## config.mk

```make
export PLATFORM = sky130hd
export DESIGN_NAME = vasm_mapper
export DESIGN_NICKNAME = d
export VERILOG_FILES = /design/src/common/vasm_pkg.sv /design/src/rtl/vasm_mapper.sv
export SDC_FILE = /design/constraint.sdc
export NUM_CORES = 1
export LEC_CHECK = 0
export BUFFER_PORTS_ARGS = -buffer_cell sky130_fd_sc_hd__buf_2
export CORE_MARGIN = 2
export CORE_UTILIZATION = 40
export CTS_BUF_LIST = sky130_fd_sc_hd__clkbuf_4 sky130_fd_sc_hd__clkbuf_8
export CTS_CLUSTER_SIZE = 10
export DETAILED_ROUTE_END_ITERATION = 7
export SYNTH_ARGS = -nofsm -noshare
export SYNTH_HDL_FRONTEND = slang
export SYNTH_SLANG_ARGS = --single-unit
```

## constraint.sdc

```tcl
create_clock -name mclk_in -period 6 [get_ports mclk_in]
set_input_delay 0.6 -clock mclk_in [delete_from_list [all_inputs] [get_ports mclk_in]]
set_output_delay 0.6 -clock mclk_in [all_outputs]
set_load 0.05 [all_outputs]
```

## src/common/vasm_pkg.sv

```systemverilog
package vasm_pkg;

    // Address layout
    localparam logic [31:0] VASM_KSEG_CD_BASE = 32'h8000_0000;
    localparam logic [31:0] VASM_KSEG_UD_BASE = 32'ha000_0000;
    localparam logic [31:0] VASM_KSEG_M_BASE = 32'hc000_0000;
    localparam logic [31:0] VASM_TOP_DIRECT_BASE = 32'hff00_0000;
    localparam logic [31:0] VASM_DIRECT_MASK = 32'h1fff_ffff;
    localparam logic [31:0] VASM_BOOT_VECTOR = 32'hbfc0_0000;
    localparam logic [31:0] VASM_SDRAM_LAST = 32'h03ff_ffff;
    localparam logic [31:0] VASM_FLASH_BASE = 32'h1fc0_0000;
    localparam logic [31:0] VASM_FLASH_LAST = 32'h1fff_ffff;
    localparam logic [31:0] VASM_FLASH_EXT_BASE = 32'h1e40_0000;
    localparam logic [31:0] VASM_FLASH_EXT_LAST = 32'h1eff_ffff;

    // Peripheral region bases, size-aligned, non-overlapping
    localparam logic [31:0] VASM_SFR_BASE = 32'h1d01_0000;
    localparam logic [31:0] VASM_MEMC_BASE = 32'h1d01_1000;
    localparam logic [31:0] VASM_CRYPTO_BASE = 32'h1d10_0000;
    localparam logic [31:0] VASM_MIC_BASE = 32'h1d18_0000;
    localparam logic [31:0] VASM_ETH0_BASE = 32'h1d20_0000;
    localparam logic [31:0] VASM_VOICE_BASE = 32'h1d28_0000;
    localparam logic [31:0] VASM_ETH1_BASE = 32'h1d30_0000;
    localparam logic [31:0] VASM_WLAN_BASE = 32'h1d40_0000;
    localparam logic [31:0] VASM_PCI_IO_BASE = 32'h1d50_0000;
    localparam logic [31:0] VASM_PCI_M01_BASE = 32'h1d60_0000;
    localparam logic [31:0] VASM_PCI_M2_BASE = 32'h1d61_0000;
    localparam logic [31:0] VASM_PCI_M3_BASE = 32'h1000_0000;
    localparam logic [31:0] VASM_PCI_CFG_BASE = 32'h1d70_0000;

    // Region sizes as masks of the offset bits, except 208M, which is the last offset of a range
    localparam logic [31:0] VASM_SZ_4K = 32'h0000_0fff;
    localparam logic [31:0] VASM_SZ_64K = 32'h0000_ffff;
    localparam logic [31:0] VASM_SZ_512K = 32'h0007_ffff;
    localparam logic [31:0] VASM_SZ_1M = 32'h000f_ffff;
    localparam logic [31:0] VASM_SZ_208M = 32'h0cff_ffff;

    localparam int VASM_TLB_ENTRIES = 16;
    localparam int VASM_PAGE_BITS = 12;

    typedef enum logic [1:0] {
        VASM_SEG_USER = 2'h0,
        VASM_SEG_KCD = 2'h1,
        VASM_SEG_KUD = 2'h3,
        VASM_SEG_KMAP = 2'h2
    } vasm_seg_t;

    typedef enum logic [4:0] {
        VASM_TGT_NONE = 5'h00,
        VASM_TGT_SDRAM = 5'h01,
        VASM_TGT_FLASH = 5'h02,
        VASM_TGT_SFR = 5'h03,
        VASM_TGT_MEMC = 5'h04,
        VASM_TGT_CRYPTO = 5'h05,
        VASM_TGT_MIC = 5'h06,
        VASM_TGT_ETH0 = 5'h07,
        VASM_TGT_VOICE = 5'h08,
        VASM_TGT_ETH1 = 5'h09,
        VASM_TGT_WLAN = 5'h0a,
        VASM_TGT_PCI_IO = 5'h0b,
        VASM_TGT_PCI_M01 = 5'h0c,
        VASM_TGT_PCI_M2 = 5'h0d,
        VASM_TGT_PCI_M3 = 5'h0e,
        VASM_TGT_PCI_CFG0 = 5'h10,
        VASM_TGT_PCI_CFG1 = 5'h11,
        VASM_TGT_PCI_CFG2 = 5'h12,
        VASM_TGT_PCI_CFG3 = 5'h13,
        VASM_TGT_TOP = 5'h14
    } vasm_tgt_t;

    // TLB entry written by refill software
    typedef struct packed {
        logic valid;
        logic [19:0] vpn;
        logic [19:0] pfn;
        logic [5:0] pid;
        logic writable;
        logic cacheable;
    } vasm_tlb_entry_t;

    // Request from the core
    typedef struct packed {
        logic valid;
        logic [31:0] vaddr;
        logic write;
        logic kernel;
        logic [5:0] pid;
    } vasm_req_t;

    // Translated answer
    typedef struct packed {
        logic valid;
        logic [31:0] paddr;
        vasm_seg_t seg;
        vasm_tgt_t target;
        logic cacheable;
        logic pci_cfg;
        logic pci_io;
        logic exc;
    } vasm_rsp_t;

endpackage : vasm_pkg

```

## src/rtl/vasm_mapper.sv

```systemverilog
`timescale 1ns/100ps

module vasm_mapper
    import vasm_pkg::*;
#(
    parameter int ENTRIES = VASM_TLB_ENTRIES
) (
    input wire logic mclk_in,
    input wire logic rst_n_in,
    input wire vasm_req_t req_in,
    input wire logic tlb_we_in,
    input wire logic [$clog2(ENTRIES)-1:0] tlb_idx_in,
    input wire vasm_tlb_entry_t tlb_entry_in,
    output logic [31:0] boot_pc_out,
    output vasm_rsp_t rsp_out
);

    typedef struct packed {
        vasm_tlb_entry_t [ENTRIES-1:0] tlb;
        vasm_rsp_t rsp;
    } vasm_state_t;

    vasm_state_t st_r;
    vasm_state_t st_nxt;

    logic [ENTRIES-1:0] hit_vec;
    vasm_tlb_entry_t hit_e;
    logic hit;
    logic map_va;

    //--------------------------------------------------------------
    // TLB match
    //--------------------------------------------------------------
    // per-entry compare
    genvar gi;
    generate
        for (gi = 0; gi < ENTRIES; gi++) begin : g_match
            assign hit_vec[gi] = st_r.tlb[gi].valid
                && st_r.tlb[gi].vpn == req_in.vaddr[31:VASM_PAGE_BITS]
                && st_r.tlb[gi].pid == req_in.pid;
        end
    endgenerate

    // Lowest matching index wins; software should avoid duplicates
    always_comb begin
        hit_e = '0;
        hit = 1'b0;
        for (int i = ENTRIES - 1; i >= 0; i--) begin
            if (hit_vec[i]) begin
                hit_e = st_r.tlb[i];
                hit = 1'b1;
            end
        end
    end

    // Region test helper: aligned base, size mask
    function automatic logic in_rgn(input logic [31:0] a, input logic [31:0] b,
                                    input logic [31:0] m);
        in_rgn = (a & ~m) == b;
    endfunction : in_rgn

    //--------------------------------------------------------------
    // Translation and decode
    //--------------------------------------------------------------
    always_comb begin
        logic [31:0] va;
        logic [31:0] pa;
        vasm_seg_t seg;
        logic mapped;
        logic konly;
        logic cach;
        logic exc;
        vasm_tgt_t tgt;
        va = req_in.vaddr;
        seg = VASM_SEG_USER;
        pa = '0;
        mapped = 1'b0;
        konly = 1'b1;
        cach = 1'b1;
        exc = 1'b0;
        tgt = VASM_TGT_NONE;
        st_nxt = st_r;
        if (va < VASM_KSEG_CD_BASE) begin
            seg = VASM_SEG_USER;
            konly = 1'b0;
            mapped = 1'b1;
        end else if (va < VASM_KSEG_UD_BASE) begin
            seg = VASM_SEG_KCD;
        end else if (va < VASM_KSEG_M_BASE) begin
            seg = VASM_SEG_KUD;
            cach = 1'b0;
        end else begin
            seg = VASM_SEG_KMAP;
            mapped = va < VASM_TOP_DIRECT_BASE;
        end
        // low 512M alias or identity at top
        if (!mapped) begin
            pa = (seg == VASM_SEG_KMAP) ? va : (va & VASM_DIRECT_MASK);
        end else begin
            pa = {hit_e.pfn, va[VASM_PAGE_BITS-1:0]};
            cach = hit_e.cacheable;
        end
        if (konly && !req_in.kernel) begin
            exc = 1'b1;
        end
        if (mapped && (!hit || (req_in.write && !hit_e.writable))) begin
            exc = 1'b1;
        end
        // peripherals only from the uncached direct segment
        if (seg == VASM_SEG_KMAP && !mapped) begin
            tgt = VASM_TGT_TOP;
        end else if (pa <= VASM_SDRAM_LAST) begin
            tgt = VASM_TGT_SDRAM;
        end else if (pa >= VASM_FLASH_BASE && pa <= VASM_FLASH_LAST) begin
            tgt = VASM_TGT_FLASH;
        end else if (pa >= VASM_FLASH_EXT_BASE && pa <= VASM_FLASH_EXT_LAST) begin
            tgt = VASM_TGT_FLASH;
        end else if (seg == VASM_SEG_KUD) begin
            if (in_rgn(pa, VASM_SFR_BASE, VASM_SZ_4K)) begin
                tgt = VASM_TGT_SFR;
            end else if (in_rgn(pa, VASM_MEMC_BASE, VASM_SZ_4K)) begin
                tgt = VASM_TGT_MEMC;
            end else if (in_rgn(pa, VASM_CRYPTO_BASE, VASM_SZ_512K)) begin
                tgt = VASM_TGT_CRYPTO;
            end else if (in_rgn(pa, VASM_MIC_BASE, VASM_SZ_512K)) begin
                tgt = VASM_TGT_MIC;
            end else if (in_rgn(pa, VASM_ETH0_BASE, VASM_SZ_512K)) begin
                tgt = VASM_TGT_ETH0;
            end else if (in_rgn(pa, VASM_VOICE_BASE, VASM_SZ_512K)) begin
                tgt = VASM_TGT_VOICE;
            end else if (in_rgn(pa, VASM_ETH1_BASE, VASM_SZ_1M)) begin
                tgt = VASM_TGT_ETH1;
            end else if (in_rgn(pa, VASM_WLAN_BASE, VASM_SZ_1M)) begin
                tgt = VASM_TGT_WLAN;
            end else if (in_rgn(pa, VASM_PCI_IO_BASE, VASM_SZ_1M)) begin
                tgt = VASM_TGT_PCI_IO;
            end else if (in_rgn(pa, VASM_PCI_M01_BASE, VASM_SZ_64K)) begin
                tgt = VASM_TGT_PCI_M01;
            end else if (in_rgn(pa, VASM_PCI_M2_BASE, VASM_SZ_64K)) begin
                tgt = VASM_TGT_PCI_M2;
            end else if (pa >= VASM_PCI_M3_BASE && pa <= (VASM_PCI_M3_BASE | VASM_SZ_208M)) begin
                tgt = VASM_TGT_PCI_M3;
            end else if ((pa & ~32'h0003_ffff) == VASM_PCI_CFG_BASE) begin
                tgt = vasm_tgt_t'({3'h4, pa[17:16]});
            end
        end
        st_nxt.rsp.valid = req_in.valid;
        st_nxt.rsp.paddr = pa;
        st_nxt.rsp.seg = seg;
        st_nxt.rsp.target = exc ? VASM_TGT_NONE : tgt;
        st_nxt.rsp.cacheable = cach;
        st_nxt.rsp.pci_io = !exc && tgt == VASM_TGT_PCI_IO;
        st_nxt.rsp.pci_cfg = !exc && tgt[4:2] == 3'h4;
        st_nxt.rsp.exc = req_in.valid && exc;
        // Refill port
        if (tlb_we_in) begin
            st_nxt.tlb[tlb_idx_in] = tlb_entry_in;
        end
    end

    //--------------------------------------------------------------
    // State register
    //--------------------------------------------------------------
    always_ff @(posedge mclk_in or negedge rst_n_in) begin
        if (!rst_n_in) begin
            st_r <= '0;
        end else begin
            st_r <= st_nxt;
        end
    end

    assign rsp_out = st_r.rsp;
    // boot vector for the core's fetch unit
    assign boot_pc_out = VASM_BOOT_VECTOR;

    //--------------------------------------------------------------
    // Request shapes and answer checks
    //--------------------------------------------------------------
    // Independent view of which addresses go through the TLB
    assign map_va = !req_in.vaddr[31]
        || (req_in.vaddr[31:30] == 2'h3 && req_in.vaddr < VASM_TOP_DIRECT_BASE);
endmodule : vasm_mapper

```

### Word-level counts from Yosys, hierarchy flattened

Cells that the tools add are included.

| storage, ports and cells | value |
|---|---|
| register bits | 828 |
| output and inout bits | 76 |

| cells by class | value |
|---|---|
| reduce and logical (&&, ||, !) cells | 49 |
| equality and inequality tests | 48 |
| muxes and demuxes | 69 |
| $lt $le $gt $ge | 13 |

Operator list:

| kind | number |
|---|---|
| bitwise mux 784 bit | 1 |
| two-way mux 28 bit | 16 |
| == test 20 bit | 16 |
| demux 49 bit (select 4 bit) | 1 |
| < comparator 32 bit, second input constant | 4 |
| == test 6 bit | 16 |
| >= comparator 32 x 29 -> 1 bit, second input constant | 3 |
| <= comparator 32 x 29 -> 1 bit, second input constant | 3 |
| two-way mux 5 bit | 19 |
| two-way mux 32 bit | 2 |
| == test 13 x 10 -> 1 bit, second input constant | 4 |
| two-way mux 49 bit | 1 |
| logical AND 1 bit | 43 |
| == test 20 x 17 -> 1 bit, second input constant | 2 |
| == test 12 x 9 -> 1 bit, second input constant | 3 |
| == test 16 x 13 -> 1 bit, second input constant | 2 |
| <= comparator 32 x 26 -> 1 bit, second input constant | 1 |
| two-way mux 1 bit | 27 |
| == test 14 x 11 -> 1 bit, second input constant | 1 |
| == test 5 x 4 -> 1 bit, second input constant | 1 |
| logical NOT 1 bit | 5 |
| < comparator 4 x 5 -> 1 bit, second input constant | 1 |
| == test 2 bit, second input constant | 2 |
| >= comparator 4 x 1 -> 1 bit, second input constant | 1 |
| other kinds (3) | 4 |

### Longest topological paths before layout

| logic depth | value |
|---|---|
| word-level depth | 41 |
| mapped depth | 18 |
| mapped depth without buffers | 13 |

### Least setup slack after synthesis

OpenSTA, ideal clock, no wires.

| path | value |
|---|---|
| path kind | input to register |
| from | input req_in[5] (netlist name) |
| to | register st_r, in the netlist rsp_out[1] |
| arrival time | 4.554 ns |
| cell stages on the path | 14 |
| path slack | 1.334 ns |
| data required time | 5.889 ns |
| library setup time | 0.111 ns |
| path buffers | 2 |
| path through | buf_2 > xor2_1 > or4_4 > or3_4 > buf_6 > o2111ai_2 > o211ai_1 > or3_1 > o211a_1 > or3_1 > nand4b_4 > or4_1 > a211o_1 > a2111oi_2 |

RTL lines:

| element | RTL line | source |
|---|---|---|
| start, declared | vasm_mapper.sv:10 | `input wire vasm_req_t req_in,` |
| end signal, assigned | vasm_mapper.sv:168 | `st_r <= st_nxt;` |
| end, declared | vasm_mapper.sv:23 | `vasm_state_t st_r;` |

==> impl_results.rst <==
.. list-table::
   :header-rows: 1

   * - Metric
     - Value
   * - Met2 Use GR
     - 0.431
   * - Number of setup violations in the final report
     - 0
   * - Pin count of the biggest net entering global routing
     - approximately 160
   * - Die area
     - between 0.1 and 0.15 mm²
   * - Wire length per cell after detailed routing
     - 29.5 µm
   * - Cell types occupying the most area after synthesis
     - sky130_fd_sc_hd__dfrtp_1 49%, sky130_fd_sc_hd__mux2_2 21%, sky130_fd_sc_hd__xnor2_1 7.3%, sky130_fd_sc_hd__nand4_1 2.2%, sky130_fd_sc_hd__buf_4 1.6%
   * - Number of clock buffers inserted by TritonCTS
     - between 100 and 150
   * - Count of nets left with antenna violations after detail routing
     - 0
   * - Async S/R FF share, synth
     - 1.00
   * - Area of the placeable core
     - between 0.1 and 0.15 mm²
   * - Max Clock Freq
     - around 190 MHz
   * - Clock edge transition at the registers on the reported setup and hold paths
     - approximately 0.06 ns
   * - Peak-usage layer in the global routing report
     - met2
   * - Minimum hold slack
     - 0.219 ns
   * - Crit path required time
     - between 6 and 7 ns
   * - Pwr Density
     - 344 mW/mm²
   * - Transition time at the pin with the least slew margin
     - approximately 1.4 ns
   * - Cell area after synthesis
     - 0.0419 mm²
   * - Yosys warns
     - 0
   * - Half-perimeter wire length of the detailed placement result
     - 105,000 µm
   * - GP Congestion
     - about 0.96
   * - Max-capacitance violation count
     - 0
   * - Count of state elements after synthesis
     - 828
   * - DRT Pass-1 Iters
     - 6
   * - Final core utilization
     - 0.460
   * - Peak supply drop
     - between 200 and 250 µV
   * - Post-layout min period
     - 5.27 ns
   * - Peak fanout along the critical path
     - 4
   * - Worst Skew
     - ~0.047 ns
   * - Overflow after GRT
     - 0
   * - Number of placed instances, taps included
     - 4,883
   * - Library cell contributing the largest single delay on the critical path
     - sky130_fd_sc_hd__nor4_2
   * - Setup crit end kind
     - register
   * - Root buffer cell
     - sky130_fd_sc_hd__clkbuf_8
   * - Most area-hungry cell type in the Yosys netlist
     - sky130_fd_sc_hd__dfrtp_1
   * - Ratio of final minimum period to clock period
     - 0.878
   * - Depth of the CTS H-tree
     - 4
   * - Count of instances resized after the clock tree is built
     - 0
   * - Number of DRC violations after detailed-routing iteration 0
     - 3,454
   * - Ordered cell list for the critical path
     - xnor2_1 > nand4_1 > nor4_2 > nand2_1 > a311oi_1 > o32ai_1 > o211a_1 > or3_1 > nand4b_4 > or4_1 > a211o_1 > a2111oi_2
   * - First-pass GRT wire length
     - 218,000 µm
   * - P_leak
     - 19.9 nW
   * - Final nets
     - 3,762
   * - Status
     - complete, no violations
   * - Sinks on Clock Net
     - 828
   * - Share of the yosys chip area belonging to registers
     - 0.495
   * - Cell count after synthesis
     - 3,465
   * - Path category of the worst min-delay check
     - input port to register
   * - Horizontal extent of the die
     - 328 µm
   * - Final setup TNS
     - 0 ns
   * - Total I/O pin count
     - 173
   * - Clock latency on the worst-skew pair
     - 0.83 ns
   * - Area delta synth->final
     - 13.9%
   * - Total setup buffers inserted after CTS
     - 0
   * - Vias in the first global route
     - 30,700
   * - Count of different cell masters after synthesis
     - between 80 and 90
   * - Total Routed Length
     - 152,000 µm
   * - Routing usage on met3
     - 0.0653
   * - Arrival time of data at the critical path endpoint
     - 5.96 ns
   * - Mean cell area of the mapped netlist
     - 12.1 µm²
   * - Overall track demand over capacity in global routing
     - 0.280
   * - GRT met1 Usage
     - 0.372
   * - TritonCTS clock tree
     - built
   * - Via count
     - 31,000
   * - Starting utilization of the core area
     - 0.404
   * - Layout cells sized above 1
     - 0.377
   * - EDFF count, synth
     - 0
   * - Die Height
     - between 300 and 400 µm
   * - Crit Path Class
     - register to register
   * - Unrepaired setup endpoints after global routing
     - false
   * - Hold violation count in the final report
     - 0
   * - Overall Power
     - ~16 mW
   * - Max Transition Viols Final
     - 0
   * - Number of vias per cell
     - 6.03
   * - Number of remaining DRC errors
     - 0
   * - Number of standard-cell rows in the floorplan
     - 118
   * - Max incr delay on CP
     - 0.76 ns
   * - Number of buffers inserted by hold repair at cts
     - 14
   * - Critical Path Start Type
     - register
   * - Number of antenna violations at the first check in global routing
     - 12
   * - Port Buffers
     - 140
   * - Deepest clock path buffer count
     - 3
   * - Area share of the largest cell type after synthesis
     - 0.495
   * - Number of standard cells in the layout, taps in and fillers out
     - 5,146
   * - Ys flop type
     - sky130_fd_sc_hd__dfrtp_1
   * - Rel. slew slack
     - 0.0825
-- final timing paths --
kind / startpoint / to / slack [ns] / cells after the start
max in group asynchronous: rst_n_in / st_r[364] / 4.13 / 3
min: tlb_entry_in[18] / st_r[601] / 0.22 / 3
min in group asynchronous: rst_n_in / st_r[821] / 0.38 / 2
max reg2reg: st_r[760] / rsp_out[1] / 0.73 / 12
min reg2reg: st_r[738] / st_r[738] / 0.50 / 1
max: st_r[760] / rsp_out[1] / 0.73 / 12
-- Yosys cell counts (23+ instances only) --
cell and n:
sky130_fd_sc_hd__buf_1 23, sky130_fd_sc_hd__dfrtp_1 828, sky130_fd_sc_hd__xor2_1 71, sky130_fd_sc_hd__buf_4 90
sky130_fd_sc_hd__nand3_1 95, sky130_fd_sc_hd__inv_1 37, sky130_fd_sc_hd__or4_1 35, sky130_fd_sc_hd__o2111ai_1 35
sky130_fd_sc_hd__buf_2 34, sky130_fd_sc_hd__and3_1 28, sky130_fd_sc_hd__nand2_1 105, sky130_fd_sc_hd__nor4_1 43
sky130_fd_sc_hd__mux2_2 773, sky130_fd_sc_hd__a21oi_1 40, sky130_fd_sc_hd__xnor2_1 350, sky130_fd_sc_hd__nor2_1 73
sky130_fd_sc_hd__clkbuf_1 163, sky130_fd_sc_hd__o21ai_0 35, sky130_fd_sc_hd__nor3_1 62, sky130_fd_sc_hd__nand4_1 148
-- through the flow --
stage | area (µm²) | setup WS (ns)
after detailed placement | 44500 | 0.196
final | 47700 | 0.734
after CTS | 47700 | 0.937
after floorplan | 42000 | 1.33
after global placement | 44500 | 0.200
after global routing | 47700 | 0.706
-- cell usage in the layout (no fill, tap or decap), types with 57 or more instances in the layout --
master	n
sky130_fd_sc_hd__dfrtp_1	828
sky130_fd_sc_hd__mux2_2	773
sky130_fd_sc_hd__xnor2_1	350
sky130_fd_sc_hd__clkbuf_8	183
sky130_fd_sc_hd__buf_4	179
sky130_fd_sc_hd__nand4_1	148
sky130_fd_sc_hd__buf_2	139
sky130_fd_sc_hd__nand2_1	103
sky130_fd_sc_hd__nand3_1	95
sky130_fd_sc_hd__xor2_1	71
sky130_fd_sc_hd__nor2_1	66
sky130_fd_sc_hd__nor3_1	57
-- power by group --
| group | switching (mW) | internal [mW] |
|---|---|---|
| Clock | 2.47 | 3.08 |
| Combinational | 1.61 | 1.57 |
| Sequential | 0.845 | 6.84 |
| Total | 4.93 | 11.5 |
-- cell type report --
type                       count  area (µm²)
antenna                        7        17.5
clock buffer                 223        2820
clock inverter                19         219
fill                        9587       56000
inverter                      38         143
multi-input combinational   2304       19600
sequential                   828       20700
tap                         1380        1730
timing repair buffer         347        2470
-- layer usage --
layer | vias up | share of wire
li1 | 13000 | -
met1 | 16000 | 0.41
met2 | 1576 | 0.45
met3 | 394 | 0.085
met4 | 8 | 0.046
met5 | - | 0.00029
-- state kept, by name (all words and copies together) (netlist names) --
signal / cells
rsp_out: 44
st_r: 784
-- critical path, delay by kind of cell, from the launching register on --
family          cells  cell delay (ns)
simple gates        6             2.44
compound gates      5             1.94
flops               1             0.38
xor+xnor            1             0.38
-- cell families (layout without fill, tap and decap cells) --
logic type      count (synthesis)  after routing  synth area share
compound gates                372            372            0.0696
xor+xnor                      421            421            0.0880
fa+ha+maj                       1              1          0.000239
buf+inv                       363            627            0.0443
flops                         828            828             0.495
mux                           778            778             0.209
other cells                     2             39          0.000179
simple gates                  700            700            0.0940
Power figures use the tool's default switching activity.
